==> src/hw/fcl_cfg.svh <==
/*
 * Constants of the fuse configuration loader: fuse offsets, register map,
 * reset values of the shadow bytes, field codes and timing figures.
 * Assumes it is included by the package and the modules, never compiled alone.
 */
`ifndef FCL_CFG_SVH
`define FCL_CFG_SVH

// fuse byte offsets, also the register addresses of the read-only shadows
`define FCL_OFF_BRN 8'h01
`define FCL_OFF_OSC 8'h02
`define FCL_OFF_SYS0 8'h05
`define FCL_OFF_SYS1 8'h06
`define FCL_OFF_APP 8'h07
`define FCL_OFF_BOOT 8'h08

// extra registers of this block
`define FCL_OFF_STAT 8'h10
`define FCL_OFF_FTRIM 8'h11
`define FCL_OFF_TTRIM 8'h12

// shadow slots, in load order
`define FCL_IX_BRN 3'd0
`define FCL_IX_OSC 3'd1
`define FCL_IX_SYS0 3'd2
`define FCL_IX_SYS1 3'd3
`define FCL_IX_APP 3'd4
`define FCL_IX_BOOT 3'd5
`define FCL_IX_LAST 3'd5
`define FCL_IX_COUNT 6

// shadow reset values
`define FCL_RST_BRN 8'h00
`define FCL_RST_OSC 8'h02
`define FCL_RST_SYS0 8'hc4
`define FCL_RST_SYS1 8'h07
`define FCL_RST_APP 8'h00
`define FCL_RST_BOOT 8'h00

// field codes
`define FCL_MODE_DIS 2'h0
`define FCL_MODE_ON 2'h1
`define FCL_MODE_SAMP 2'h2
`define FCL_MODE_HOLD 2'h3
`define FCL_FREQ_16M 2'h1
`define FCL_FREQ_20M 2'h2
`define FCL_PIN_GPIO 2'h0
`define FCL_PIN_DEBUG 2'h1
`define FCL_PIN_RESET 2'h2
`define FCL_SCAN_FULL 2'h0
`define FCL_SCAN_BOOT 2'h1
`define FCL_SCAN_BOOTCODE 2'h2
`define FCL_SCAN_OFF 2'h3
`define FCL_LIMIT_WHOLE 8'h00

// flash size in 256-byte blocks
`define FCL_FLASH_BLOCKS 9'h040

// timing: clock period and start-up step in ns, blanking in slow-oscillator cycles
`define FCL_CLK_PERIOD_NS 50
`define FCL_DLY_STEP_NS 1000000
`define FCL_PIN_BLANK_TICKS 24'h000300

`endif

==> src/hw/fcl_pkg.sv <==
/*
 * Types of the fuse configuration loader: sequencer states, field layouts
 * of the fuse bytes, carriers toward the peripherals and shared decoders.
 * Assumes fcl_cfg.svh is on the include path.
 */
`include "fcl_cfg.svh"

package fcl_pkg;

    typedef enum logic [4:0] {
        FCL_S_HOLD = 5'b00001,
        FCL_S_READ = 5'b00010,
        FCL_S_CAPT = 5'b00100,
        FCL_S_DLY = 5'b01000,
        FCL_S_RUN = 5'b10000
    } fcl_state_t;

    typedef struct packed {
        logic on;
        logic sampled;
        logic wake_hold;
        logic rsvd;
    } fcl_mode_t;

    typedef struct packed {
        logic [2:0] threshold_level;
        logic sample_rate_select;
        fcl_mode_t active;
        fcl_mode_t sleep;
    } fcl_brn_out_t;

    typedef struct packed {
        logic [7:0] freq16;
        logic [7:0] temp16;
        logic [7:0] freq20;
        logic [7:0] temp20;
    } fcl_factory_trim_t;

    typedef struct packed {
        logic calibration_lock;
        logic run_16m;
        logic run_20m;
        logic freq_rsvd;
        logic [7:0] frequency_trim;
        logic [7:0] temperature_trim;
    } fcl_osc_out_t;

    typedef struct packed {
        logic scan_en;
        logic [1:0] scan_region_select;
        logic [8:0] scan_top;
    } fcl_scan_t;

    typedef struct packed {
        logic gpio;
        logic debug;
        logic ext_reset;
        logic rsvd;
        logic drv_block;
    } fcl_pin_t;

    typedef struct packed {
        fcl_state_t st;
        logic [2:0] idx;
        logic por_pend;
        logic loaded;
        logic [`FCL_IX_COUNT-1:0][7:0] shadow;
        logic [7:0] ftrim;
        logic [7:0] ttrim;
        logic [7:0] rd_data;
        logic erase_flash;
        logic erase_eeprom;
    } fcl_main_t;

    typedef struct packed {
        logic [23:0] cnt;
    } fcl_timer_t;

    // detector mode code to control bits; code 3 means wake-hold awake, reserved asleep
    function automatic fcl_mode_t fcl_mode_dec(input logic [1:0] code, input logic is_sleep);
        fcl_mode_t m;
        m = '0;
        case (code)
            `FCL_MODE_DIS: m = '0;
            `FCL_MODE_ON: m.on = 1'b1;
            `FCL_MODE_SAMP: m.sampled = 1'b1;
            default: begin
                m.on = !is_sleep;
                m.wake_hold = !is_sleep;
                m.rsvd = is_sleep;
            end
        endcase
        return m;
    endfunction

    function automatic logic [7:0] fcl_fuse_off(input logic [2:0] ix);
        case (ix)
            `FCL_IX_BRN: return `FCL_OFF_BRN;
            `FCL_IX_OSC: return `FCL_OFF_OSC;
            `FCL_IX_SYS0: return `FCL_OFF_SYS0;
            `FCL_IX_SYS1: return `FCL_OFF_SYS1;
            `FCL_IX_APP: return `FCL_OFF_APP;
            default: return `FCL_OFF_BOOT;
        endcase
    endfunction

endpackage

==> src/hw/fcl_cycle_timer.sv <==
/*
 * Down counter that stays busy for a loaded number of ticks.
 * Assumes start, clr and tick are synchronous to core_clk; start beats clr.
 */
`timescale 1ns/1ns
`include "fcl_cfg.svh"

module fcl_cycle_timer (
    input wire logic core_clk,
    input wire logic rst_n,
    input wire logic start,
    input wire logic clr,
    input wire logic tick,
    input wire logic [23:0] load_cnt,
    output logic busy
);
    fcl_pkg::fcl_timer_t r, n;

    always_comb begin
        n = r;
        if (start) begin
            n.cnt = load_cnt;
        end else if (clr) begin
            n.cnt = '0;
        end else if (tick && r.cnt != 24'h000000) begin
            n.cnt = r.cnt - 24'h000001;
        end
    end

    always_ff @(posedge core_clk or negedge rst_n) begin
        if (!rst_n) begin
            r <= '0;
        end else begin
            r <= n;
        end
    end

    assign busy = (r.cnt != 24'h000000);
endmodule

==> src/hw/fcl_region_map.sv <==
/*
 * Flash partition and scan range from the two limit bytes and the scan select.
 * Assumes all limits count 256-byte blocks; purely combinational.
 */
`timescale 1ns/1ns
`include "fcl_cfg.svh"

module fcl_region_map (
    input wire logic [7:0] boot_limit,
    input wire logic [7:0] app_limit,
    input wire logic [1:0] scan_sel,
    output logic [8:0] boot_top,
    output logic [8:0] app_top,
    output fcl_pkg::fcl_scan_t scan
);
    always_comb begin
        if (boot_limit == `FCL_LIMIT_WHOLE) begin
            boot_top = `FCL_FLASH_BLOCKS;
            app_top = `FCL_FLASH_BLOCKS;
        end else begin
            boot_top = {1'b0, boot_limit};
            if (app_limit == `FCL_LIMIT_WHOLE) begin
                app_top = `FCL_FLASH_BLOCKS;
            end else if (app_limit < boot_limit) begin
                // a limit below the boot end leaves no code section
                app_top = {1'b0, boot_limit};
            end else begin
                app_top = {1'b0, app_limit};
            end
        end
        // a limit past the end of flash is clipped so nothing maps beyond it
        if (boot_top > `FCL_FLASH_BLOCKS) begin
            boot_top = `FCL_FLASH_BLOCKS;
        end
        if (app_top > `FCL_FLASH_BLOCKS) begin
            app_top = `FCL_FLASH_BLOCKS;
        end
        scan.scan_region_select = scan_sel;
        scan.scan_en = (scan_sel != `FCL_SCAN_OFF);
        case (scan_sel)
            `FCL_SCAN_FULL: scan.scan_top = `FCL_FLASH_BLOCKS;
            `FCL_SCAN_BOOT: scan.scan_top = boot_top;
            `FCL_SCAN_BOOTCODE: scan.scan_top = app_top;
            default: scan.scan_top = 9'h000;
        endcase
    end
endmodule

==> src/hw/fcl_loader.sv <==
/*
 * Fuse configuration loader: after every reset it reads the configuration
 * fuse bytes into shadow storage (the detector byte on power-on only), then hands the decoded settings to the
 * detector, oscillator, scan, pin, erase and flash-partition logic.
 * Assumes a fuse store that answers a read strobe with data one cycle later,
 * rst_n as the power-on reset and sys_rst as every other reset cause,
 * slow_tick as a one-cycle pulse per slow-oscillator cycle.
 */
// The plain strobed port was chosen for this implementation.
`timescale 1ns/1ns
`include "fcl_cfg.svh"

module fcl_loader #(
    parameter logic [23:0] MS_CYCLES = 24'(`FCL_DLY_STEP_NS / `FCL_CLK_PERIOD_NS)
) (
    input wire logic core_clk,
    input wire logic rst_n,
    input wire logic sys_rst,
    input wire logic slow_tick,
    output logic fuse_rd,
    output logic [7:0] fuse_addr,
    input wire logic [7:0] fuse_rdata,
    input wire fcl_pkg::fcl_factory_trim_t factory_trim,
    input wire logic [7:0] reg_addr,
    input wire logic [7:0] reg_wdata,
    input wire logic reg_wr,
    input wire logic reg_rd,
    output logic [7:0] reg_rdata,
    output logic periph_release,
    output logic code_run,
    output fcl_pkg::fcl_brn_out_t brn_cfg,
    output fcl_pkg::fcl_osc_out_t osc_cfg,
    output fcl_pkg::fcl_scan_t scan_cfg,
    output fcl_pkg::fcl_pin_t pin_cfg,
    output logic [8:0] boot_top,
    output logic [8:0] app_top,
    input wire logic chip_erase_req,
    input wire logic device_locked,
    output logic erase_flash,
    output logic erase_eeprom
);
    localparam fcl_pkg::fcl_main_t MAIN_RST = '{
        st: fcl_pkg::FCL_S_READ,
        idx: `FCL_IX_BRN,
        por_pend: 1'b1,
        loaded: 1'b0,
        shadow: {`FCL_RST_BOOT, `FCL_RST_APP, `FCL_RST_SYS1, `FCL_RST_SYS0, `FCL_RST_OSC, `FCL_RST_BRN},
        ftrim: 8'h00,
        ttrim: 8'h00,
        rd_data: 8'h00,
        erase_flash: 1'b0,
        erase_eeprom: 1'b0
    };

    fcl_pkg::fcl_main_t r, n;
    logic start_tmr;
    logic dly_busy;
    logic blank_busy;
    logic [7:0] brn_b, osc_b, sys0_b, sys1_b;
    logic [1:0] pin_code;
    logic [1:0] freq_code;
    logic [7:0] status_b;

    // start-up delay doubles per code step from 1 ms; code zero is no delay
    function automatic logic [23:0] dly_cycles(input logic [2:0] code);
        if (code == 3'h0) begin
            return 24'h000000;
        end
        return MS_CYCLES << (code - 3'h1);
    endfunction

    assign brn_b = r.shadow[`FCL_IX_BRN];
    assign osc_b = r.shadow[`FCL_IX_OSC];
    assign sys0_b = r.shadow[`FCL_IX_SYS0];
    assign sys1_b = r.shadow[`FCL_IX_SYS1];
    assign pin_code = sys0_b[3:2];
    assign freq_code = osc_b[1:0];

    assign status_b = {1'b0, pin_cfg.rsvd, brn_cfg.sleep.rsvd, osc_cfg.freq_rsvd,
                       dly_busy, blank_busy, r.por_pend, r.loaded};

    always_comb begin
        n = r;
        n.rd_data = 8'h00;
        n.erase_flash = 1'b0;
        n.erase_eeprom = 1'b0;
        start_tmr = 1'b0;

        case (r.st)
            fcl_pkg::FCL_S_HOLD: begin
                n.idx = `FCL_IX_BRN;
                n.st = fcl_pkg::FCL_S_READ;
            end
            fcl_pkg::FCL_S_READ: begin
                n.st = fcl_pkg::FCL_S_CAPT;
            end
            fcl_pkg::FCL_S_CAPT: begin
                // the detector byte is only taken on the power-on pass
                if (r.idx != `FCL_IX_BRN || r.por_pend) begin
                    n.shadow[r.idx] = fuse_rdata;
                end
                if (r.idx == `FCL_IX_OSC) begin
                    case (fuse_rdata[1:0])
                        `FCL_FREQ_16M: begin
                            n.ftrim = factory_trim.freq16;
                            n.ttrim = factory_trim.temp16;
                        end
                        `FCL_FREQ_20M: begin
                            n.ftrim = factory_trim.freq20;
                            n.ttrim = factory_trim.temp20;
                        end
                        default: begin
                            // reserved code: trims keep their last value
                            n.ftrim = r.ftrim;
                        end
                    endcase
                end
                if (r.idx == `FCL_IX_LAST) begin
                    n.loaded = 1'b1;
                    start_tmr = 1'b1;
                    n.por_pend = 1'b0;
                    // start-up delay applies to power-on only
                    n.st = r.por_pend ? fcl_pkg::FCL_S_DLY : fcl_pkg::FCL_S_RUN;
                end else begin
                    n.idx = r.idx + 3'd1;
                    n.st = fcl_pkg::FCL_S_READ;
                end
            end
            fcl_pkg::FCL_S_DLY: begin
                if (!dly_busy) begin
                    n.st = fcl_pkg::FCL_S_RUN;
                end
            end
            fcl_pkg::FCL_S_RUN: begin
                n.st = fcl_pkg::FCL_S_RUN;
            end
            default: begin
                n.st = fcl_pkg::FCL_S_HOLD;
            end
        endcase

        // any other reset cause parks the sequencer; the detector shadow is untouched
        if (sys_rst) begin
            n.st = fcl_pkg::FCL_S_HOLD;
            n.idx = `FCL_IX_BRN;
            n.loaded = 1'b0;
        end

        // trims are writable by software only while the lock fuse is clear
        if (reg_wr && r.loaded && !osc_b[7] && r.st == fcl_pkg::FCL_S_RUN) begin
            if (reg_addr == `FCL_OFF_FTRIM) begin
                n.ftrim = reg_wdata;
            end
            if (reg_addr == `FCL_OFF_TTRIM) begin
                n.ttrim = reg_wdata;
            end
        end

        // fuse shadows ignore writes; unmapped addresses read zero
        if (reg_rd) begin
            for (int i = 0; i < `FCL_IX_COUNT; i++) begin
                if (reg_addr == fcl_pkg::fcl_fuse_off(3'(i))) begin
                    n.rd_data = r.shadow[i];
                end
            end
            case (reg_addr)
                `FCL_OFF_STAT: n.rd_data = status_b;
                `FCL_OFF_FTRIM: n.rd_data = r.ftrim;
                `FCL_OFF_TTRIM: n.rd_data = r.ttrim;
                default: n.rd_data = n.rd_data;
            endcase
        end

        // erase requests before the fuses are known are dropped
        if (chip_erase_req && r.loaded) begin
            n.erase_flash = 1'b1;
            n.erase_eeprom = !sys0_b[0] || device_locked;
        end
    end

    always_ff @(posedge core_clk or negedge rst_n) begin
        if (!rst_n) begin
            r <= MAIN_RST;
        end else begin
            r <= n;
        end
    end

    fcl_cycle_timer u_dly_timer (
        .core_clk(core_clk),
        .rst_n(rst_n),
        .start(start_tmr && r.por_pend),
        .clr(sys_rst),
        .tick(1'b1),
        .load_cnt(dly_cycles(sys1_b[2:0])),
        .busy(dly_busy)
    );

    // pin driver blanking restarts on every completed load that leaves the pin in GPIO mode
    fcl_cycle_timer u_blank_timer (
        .core_clk(core_clk),
        .rst_n(rst_n),
        .start(start_tmr && pin_code == `FCL_PIN_GPIO),
        .clr(sys_rst),
        .tick(slow_tick),
        .load_cnt(`FCL_PIN_BLANK_TICKS),
        .busy(blank_busy)
    );

    fcl_region_map u_region_map (
        .boot_limit(r.shadow[`FCL_IX_BOOT]),
        .app_limit(r.shadow[`FCL_IX_APP]),
        .scan_sel(sys0_b[7:6]),
        .boot_top(boot_top),
        .app_top(app_top),
        .scan(scan_cfg)
    );

    assign fuse_rd = (r.st == fcl_pkg::FCL_S_READ);
    assign fuse_addr = fcl_pkg::fcl_fuse_off(r.idx);
    assign reg_rdata = r.rd_data;
    assign periph_release = r.loaded;
    assign code_run = r.loaded && (r.st == fcl_pkg::FCL_S_RUN);
    assign erase_flash = r.erase_flash;
    assign erase_eeprom = r.erase_eeprom;

    assign brn_cfg.threshold_level = brn_b[7:5];
    assign brn_cfg.sample_rate_select = brn_b[4];
    assign brn_cfg.active = fcl_pkg::fcl_mode_dec(brn_b[3:2], 1'b0);
    assign brn_cfg.sleep = fcl_pkg::fcl_mode_dec(brn_b[1:0], 1'b1);

    assign osc_cfg.calibration_lock = osc_b[7];
    assign osc_cfg.run_16m = (freq_code == `FCL_FREQ_16M);
    assign osc_cfg.run_20m = (freq_code == `FCL_FREQ_20M);
    assign osc_cfg.freq_rsvd = !osc_cfg.run_16m && !osc_cfg.run_20m;
    assign osc_cfg.frequency_trim = r.ftrim;
    assign osc_cfg.temperature_trim = r.ttrim;

    assign pin_cfg.gpio = (pin_code == `FCL_PIN_GPIO);
    assign pin_cfg.debug = (pin_code == `FCL_PIN_DEBUG);
    assign pin_cfg.ext_reset = (pin_code == `FCL_PIN_RESET);
    assign pin_cfg.rsvd = !pin_cfg.gpio && !pin_cfg.debug && !pin_cfg.ext_reset;
    // driver held off until loaded and through blanking, avoiding a clash with a high-voltage entry
    assign pin_cfg.drv_block = pin_cfg.gpio && (!r.loaded || blank_busy);
endmodule

==> config.mk <==
export PLATFORM = sky130hd
export DESIGN_NAME = fcl_loader
export DESIGN_NICKNAME = d
export VERILOG_FILES = /design/src/hw/fcl_pkg.sv /design/src/hw/fcl_cycle_timer.sv /design/src/hw/fcl_region_map.sv /design/src/hw/fcl_loader.sv
export VERILOG_INCLUDE_DIRS = /design/src /design/src/hw
export SDC_FILE = /design/constraint.sdc
export NUM_CORES = 1
export LEC_CHECK = 0
export ABC_AREA = 0
export BUFFER_PORTS_ARGS = -buffer_cell sky130_fd_sc_hd__buf_2
export CAP_MARGIN = 20
export CORE_AREA = 3 3 155 157
export DETAILED_ROUTE_END_ITERATION = 16
export DIE_AREA = 0 0 158 160
export PLACE_DENSITY = 0.62
export SYNTH_ARGS = -nofsm -noshare
export SYNTH_HDL_FRONTEND = slang
export SYNTH_SLANG_ARGS = --single-unit
==> constraint.sdc <==
create_clock -name core_clk -period 2.49 [get_ports core_clk]
set_input_delay 0.249 -clock core_clk [delete_from_list [all_inputs] [get_ports core_clk]]
set_output_delay 0.249 -clock core_clk [all_outputs]
set_load 0.03 [all_outputs]
==> summary.md <==
| Metric | Value |
|---|---|
| Global-route wire length before repair | 36.8 mm |
| Fraction of layout cells with a size suffix above 1 | 32.6% |
| Synth Flop Type | dfrtp_1 |
| Share of the synthesized area in the top cell type | 38.7% |
| Clk_lat worst skew | 0.44 ns |
| Maximum clock rate | 312 MHz |
| Worst vdd ir | 552 uV |
| Req. time, crit path | 2.24 ns |
| DRC violations left | 0 |
| Hold_sp | reg_wdata[6] |
| Status | finished with violations |
| Site Rows | 55 |
| Dpl cells | 1306 |
| Initial Utilization | 35.2% |
| Reg2reg path depth | 7 |
| Drt total wl | 23.1 mm |
| Antenna cells | 0 |
| R2r startpoint | u_blank_timer.r[8] |
| Initial antenna violation count | 0 |
| Met2 usage | 29.9% |
| Reg area | 3310 um^2 |
| RSZ-0062 raised after global routing | yes |
| Fillers | 2177 |
| Largest net degree at the start of global routing | 62 |
| IO buf count | 139 |
| Hold path depth | 3 |
| Die Y | 160 um |
| CP max FO | 3 |
| Root buf cell | clkbuf_16 |
| DP HPWL | 17.2 mm |
| P_leak | 4.78 nW |
| Failing checks | setup timing |
| Number of synthesized flops with an enable pin | 0 |
| Busiest grt layer | met2 |
| Pwr/cell area | 830 nW/um^2 |
| Worst-path clk slew | 0.07 ns |
| Syn avg cell area | 9.11 um^2 |
| Via density | 5.27 |
| CTS sink cnt | 132 |
| Number of global-route vias before repair | 6855 |
| Asr flop ratio synth | 100% |
| Post-DRT Antenna Nets | 0 |
| Global routing usage on met1 | 25.1% |
| Fin area | 10000 um^2 |
| Core area | 22600 um^2 |
| Post-Place Cell Area | 9280 um^2 |
| Width of the die | 158 um |
| CTS Buf Count | 17 |
| Synth area leader | dfrtp_1 |
| All-Layer GR Usage | 18.2% |
| Min-Delay Endpoint | osc_cfg[14] |
| Startpoint Class | register |
| Slew headroom | 60.4% |
| Seq/Total Area, Yosys | 41.6% |
| Synth Instances | 874 |
| Final Hold Viols | 0 |
| Slew Viols, Final | 0 |
| Post-place setup slack | -0.324 ns |
| Met3 usage | 3.09% |
| Synth Cell Area | 7960 um^2 |
| Total number of vias | 7104 |
| Least-Margin Pin Slew | 0.593 ns |
| Critical path data arrival time | 2.96 ns |
| Grt ovf | 0 |
| Top cells by area, synth | dfrtp_1, mux2_2, nor2_1, o21ai_0, buf_4 |
| Finished Layout Cells | 1347 |
| CTS tree | built |
| Routed WL per cell | 17.1 um |
| Worst hold margin | 0.0408 ns |
| First DRT Iteration DRCs | 416 |
| Final worst setup slack | -0.717 ns |
| Worst Hold Class | input pin to register |
| Final period util | 129% |
| H-tree levels | 4 |
| Synth warn | 0 |
| Multi-input logic area | 4250 um^2 |
| Setup Viol. Count Final | 14 |
| Post-layout util | 44.3% |
| CP endpoint kind | primary output |
| Die Area | 25300 um^2 |
| Router iterations before antenna repair | 5 |
| WS Path Type | register to primary output |
| I/O pins | 152 |
| Nets | 1138 |
| Clock Skew | 0.0328 ns |
| Total of max-cap violations | 0 |
| Final min period | 3.21 ns |
| Max Root-Sink Buffers | 2 |
| Worst r2r dst | u_blank_timer.r[23] |
| P&R area growth vs syn | 26.1% |
| Netlist cell types | 70 |
| Synth Register Bits | 132 |
| RD Place Congestion | 0.924 |
| R2r setup slk | 0.18 ns |
layout by cell type, fill, tap and decap left out, types with 4 or more instances in the layout:
| master | n |
|---|---|
| nor2b_1 | 5 |
| nor3_1 | 24 |
| inv_6 | 4 |
| or3_1 | 6 |
| a31oi_1 | 10 |
| nor4_1 | 10 |
| nor2_1 | 107 |
| nand3_1 | 15 |
| inv_8 | 5 |
| a22oi_1 | 34 |
| dfstp_2 | 9 |
| a21oi_1 | 32 |
| buf_2 | 125 |
| nand2b_1 | 11 |
| xnor2_1 | 18 |
| ha_1 | 25 |
| o22a_1 | 11 |
| clkbuf_16 | 17 |
| o31ai_1 | 4 |
| buf_6 | 12 |
| and2_1 | 10 |
| o21ai_0 | 66 |
| buf_4 | 87 |
| a211oi_1 | 5 |
| conb_1 | 12 |
| or4_1 | 4 |
| a221oi_1 | 6 |
| inv_1 | 27 |
| mux2i_1 | 9 |
| xor2_1 | 14 |
| mux2_2 | 40 |
| dfrtp_1 | 123 |
| a21oi_2 | 5 |
| nand2_1 | 84 |
| nand4_1 | 6 |
cell type report:
type	count	area share, %
multi-input cells	644	42.3
flip-flops and latches	132	33.0
inverters	28	1.05
clock inverters	14	1.32
repair buffers	226	14.4
clock buffers	18	4.37
well taps	285	3.55
timing repair:
action / in CTS / in global routing
pin swaps: 2 / 3
endpoints found under the hold margin: 54 / 0
gates resized for setup: 30 / 8
buffers inserted: 5 / 5
hold buffers: 1 / 0
gates cloned: 0 / 0
setup endpoints to repair: 15 / 16
synth_stat cells (all sizes together) (10+ instances only):
master  instances
nand3          18
a22oi          34
nor3           26
xor2           14
nand2          86
a31oi          11
and2           10
xnor2          18
dfrtp         123
nor4           13
nand2b         11
clkbuf         30
mux2           42
o22a           11
inv            28
a21oi          39
ha             25
nor2          108
o21ai          68
buf            51
through the flow:
stage	TNS, ns	power, mW
2_1_floorplan	-1.14	4.80
3_3_place_gp	-1.39	5.60
3_5_place_dp	-1.67	5.64
4_1_cts	-7.45	8.33
5_1_grt	-8.43	8.88
6_report	-7.14	8.33
per-layer routing:
layer  vias to the layer above  part of all wire, %
met2                       197                   49
met3                        24                  4.8
li1                       3423                    -
met5                         -                    0
met4                         0                  1.4
met1                      3460                   45
logic make-up after synthesis:
kind of cell / synth area share [%]
flops: 41.6
xor+xnor: 3.52
compound gates: 17.3
fa+ha+maj: 3.93
mux: 7.17
other cells: 0.0471
simple gates: 19.2
buf+inv: 7.21
worst max-delay path, stage by stage (launching register included):
cell and delay [ns]:
dfrtp_1 0.38, ha_1 0.29, a2111o_1 0.39, a21o_1 0.21, mux2_4 0.31, o31a_4 0.36, o31ai_4 0.30, a22o_4 0.17
buf_6 0.12
worst max path at each step:
stage | from | to | depth (start not counted)
after global placement | register | scan_cfg[2] | 8
after floorplan | register | scan_cfg[2] | 10
after CTS | register | scan_cfg[2] | 8
final | register | scan_cfg[2] | 8
after detailed placement | register | scan_cfg[2] | 8
after global routing | register | scan_cfg[2] | 8
power breakdown:
| group | total, mW | switching [mW] | internal (mW) |
|---|---|---|---|
| sequential | 2.85 | 0.359 | 2.49 |
| combinational | 3.05 | 1.60 | 1.46 |
| clock | 2.43 | 1.08 | 1.35 |
No activity file was read; power rests on OpenSTA's default activity.
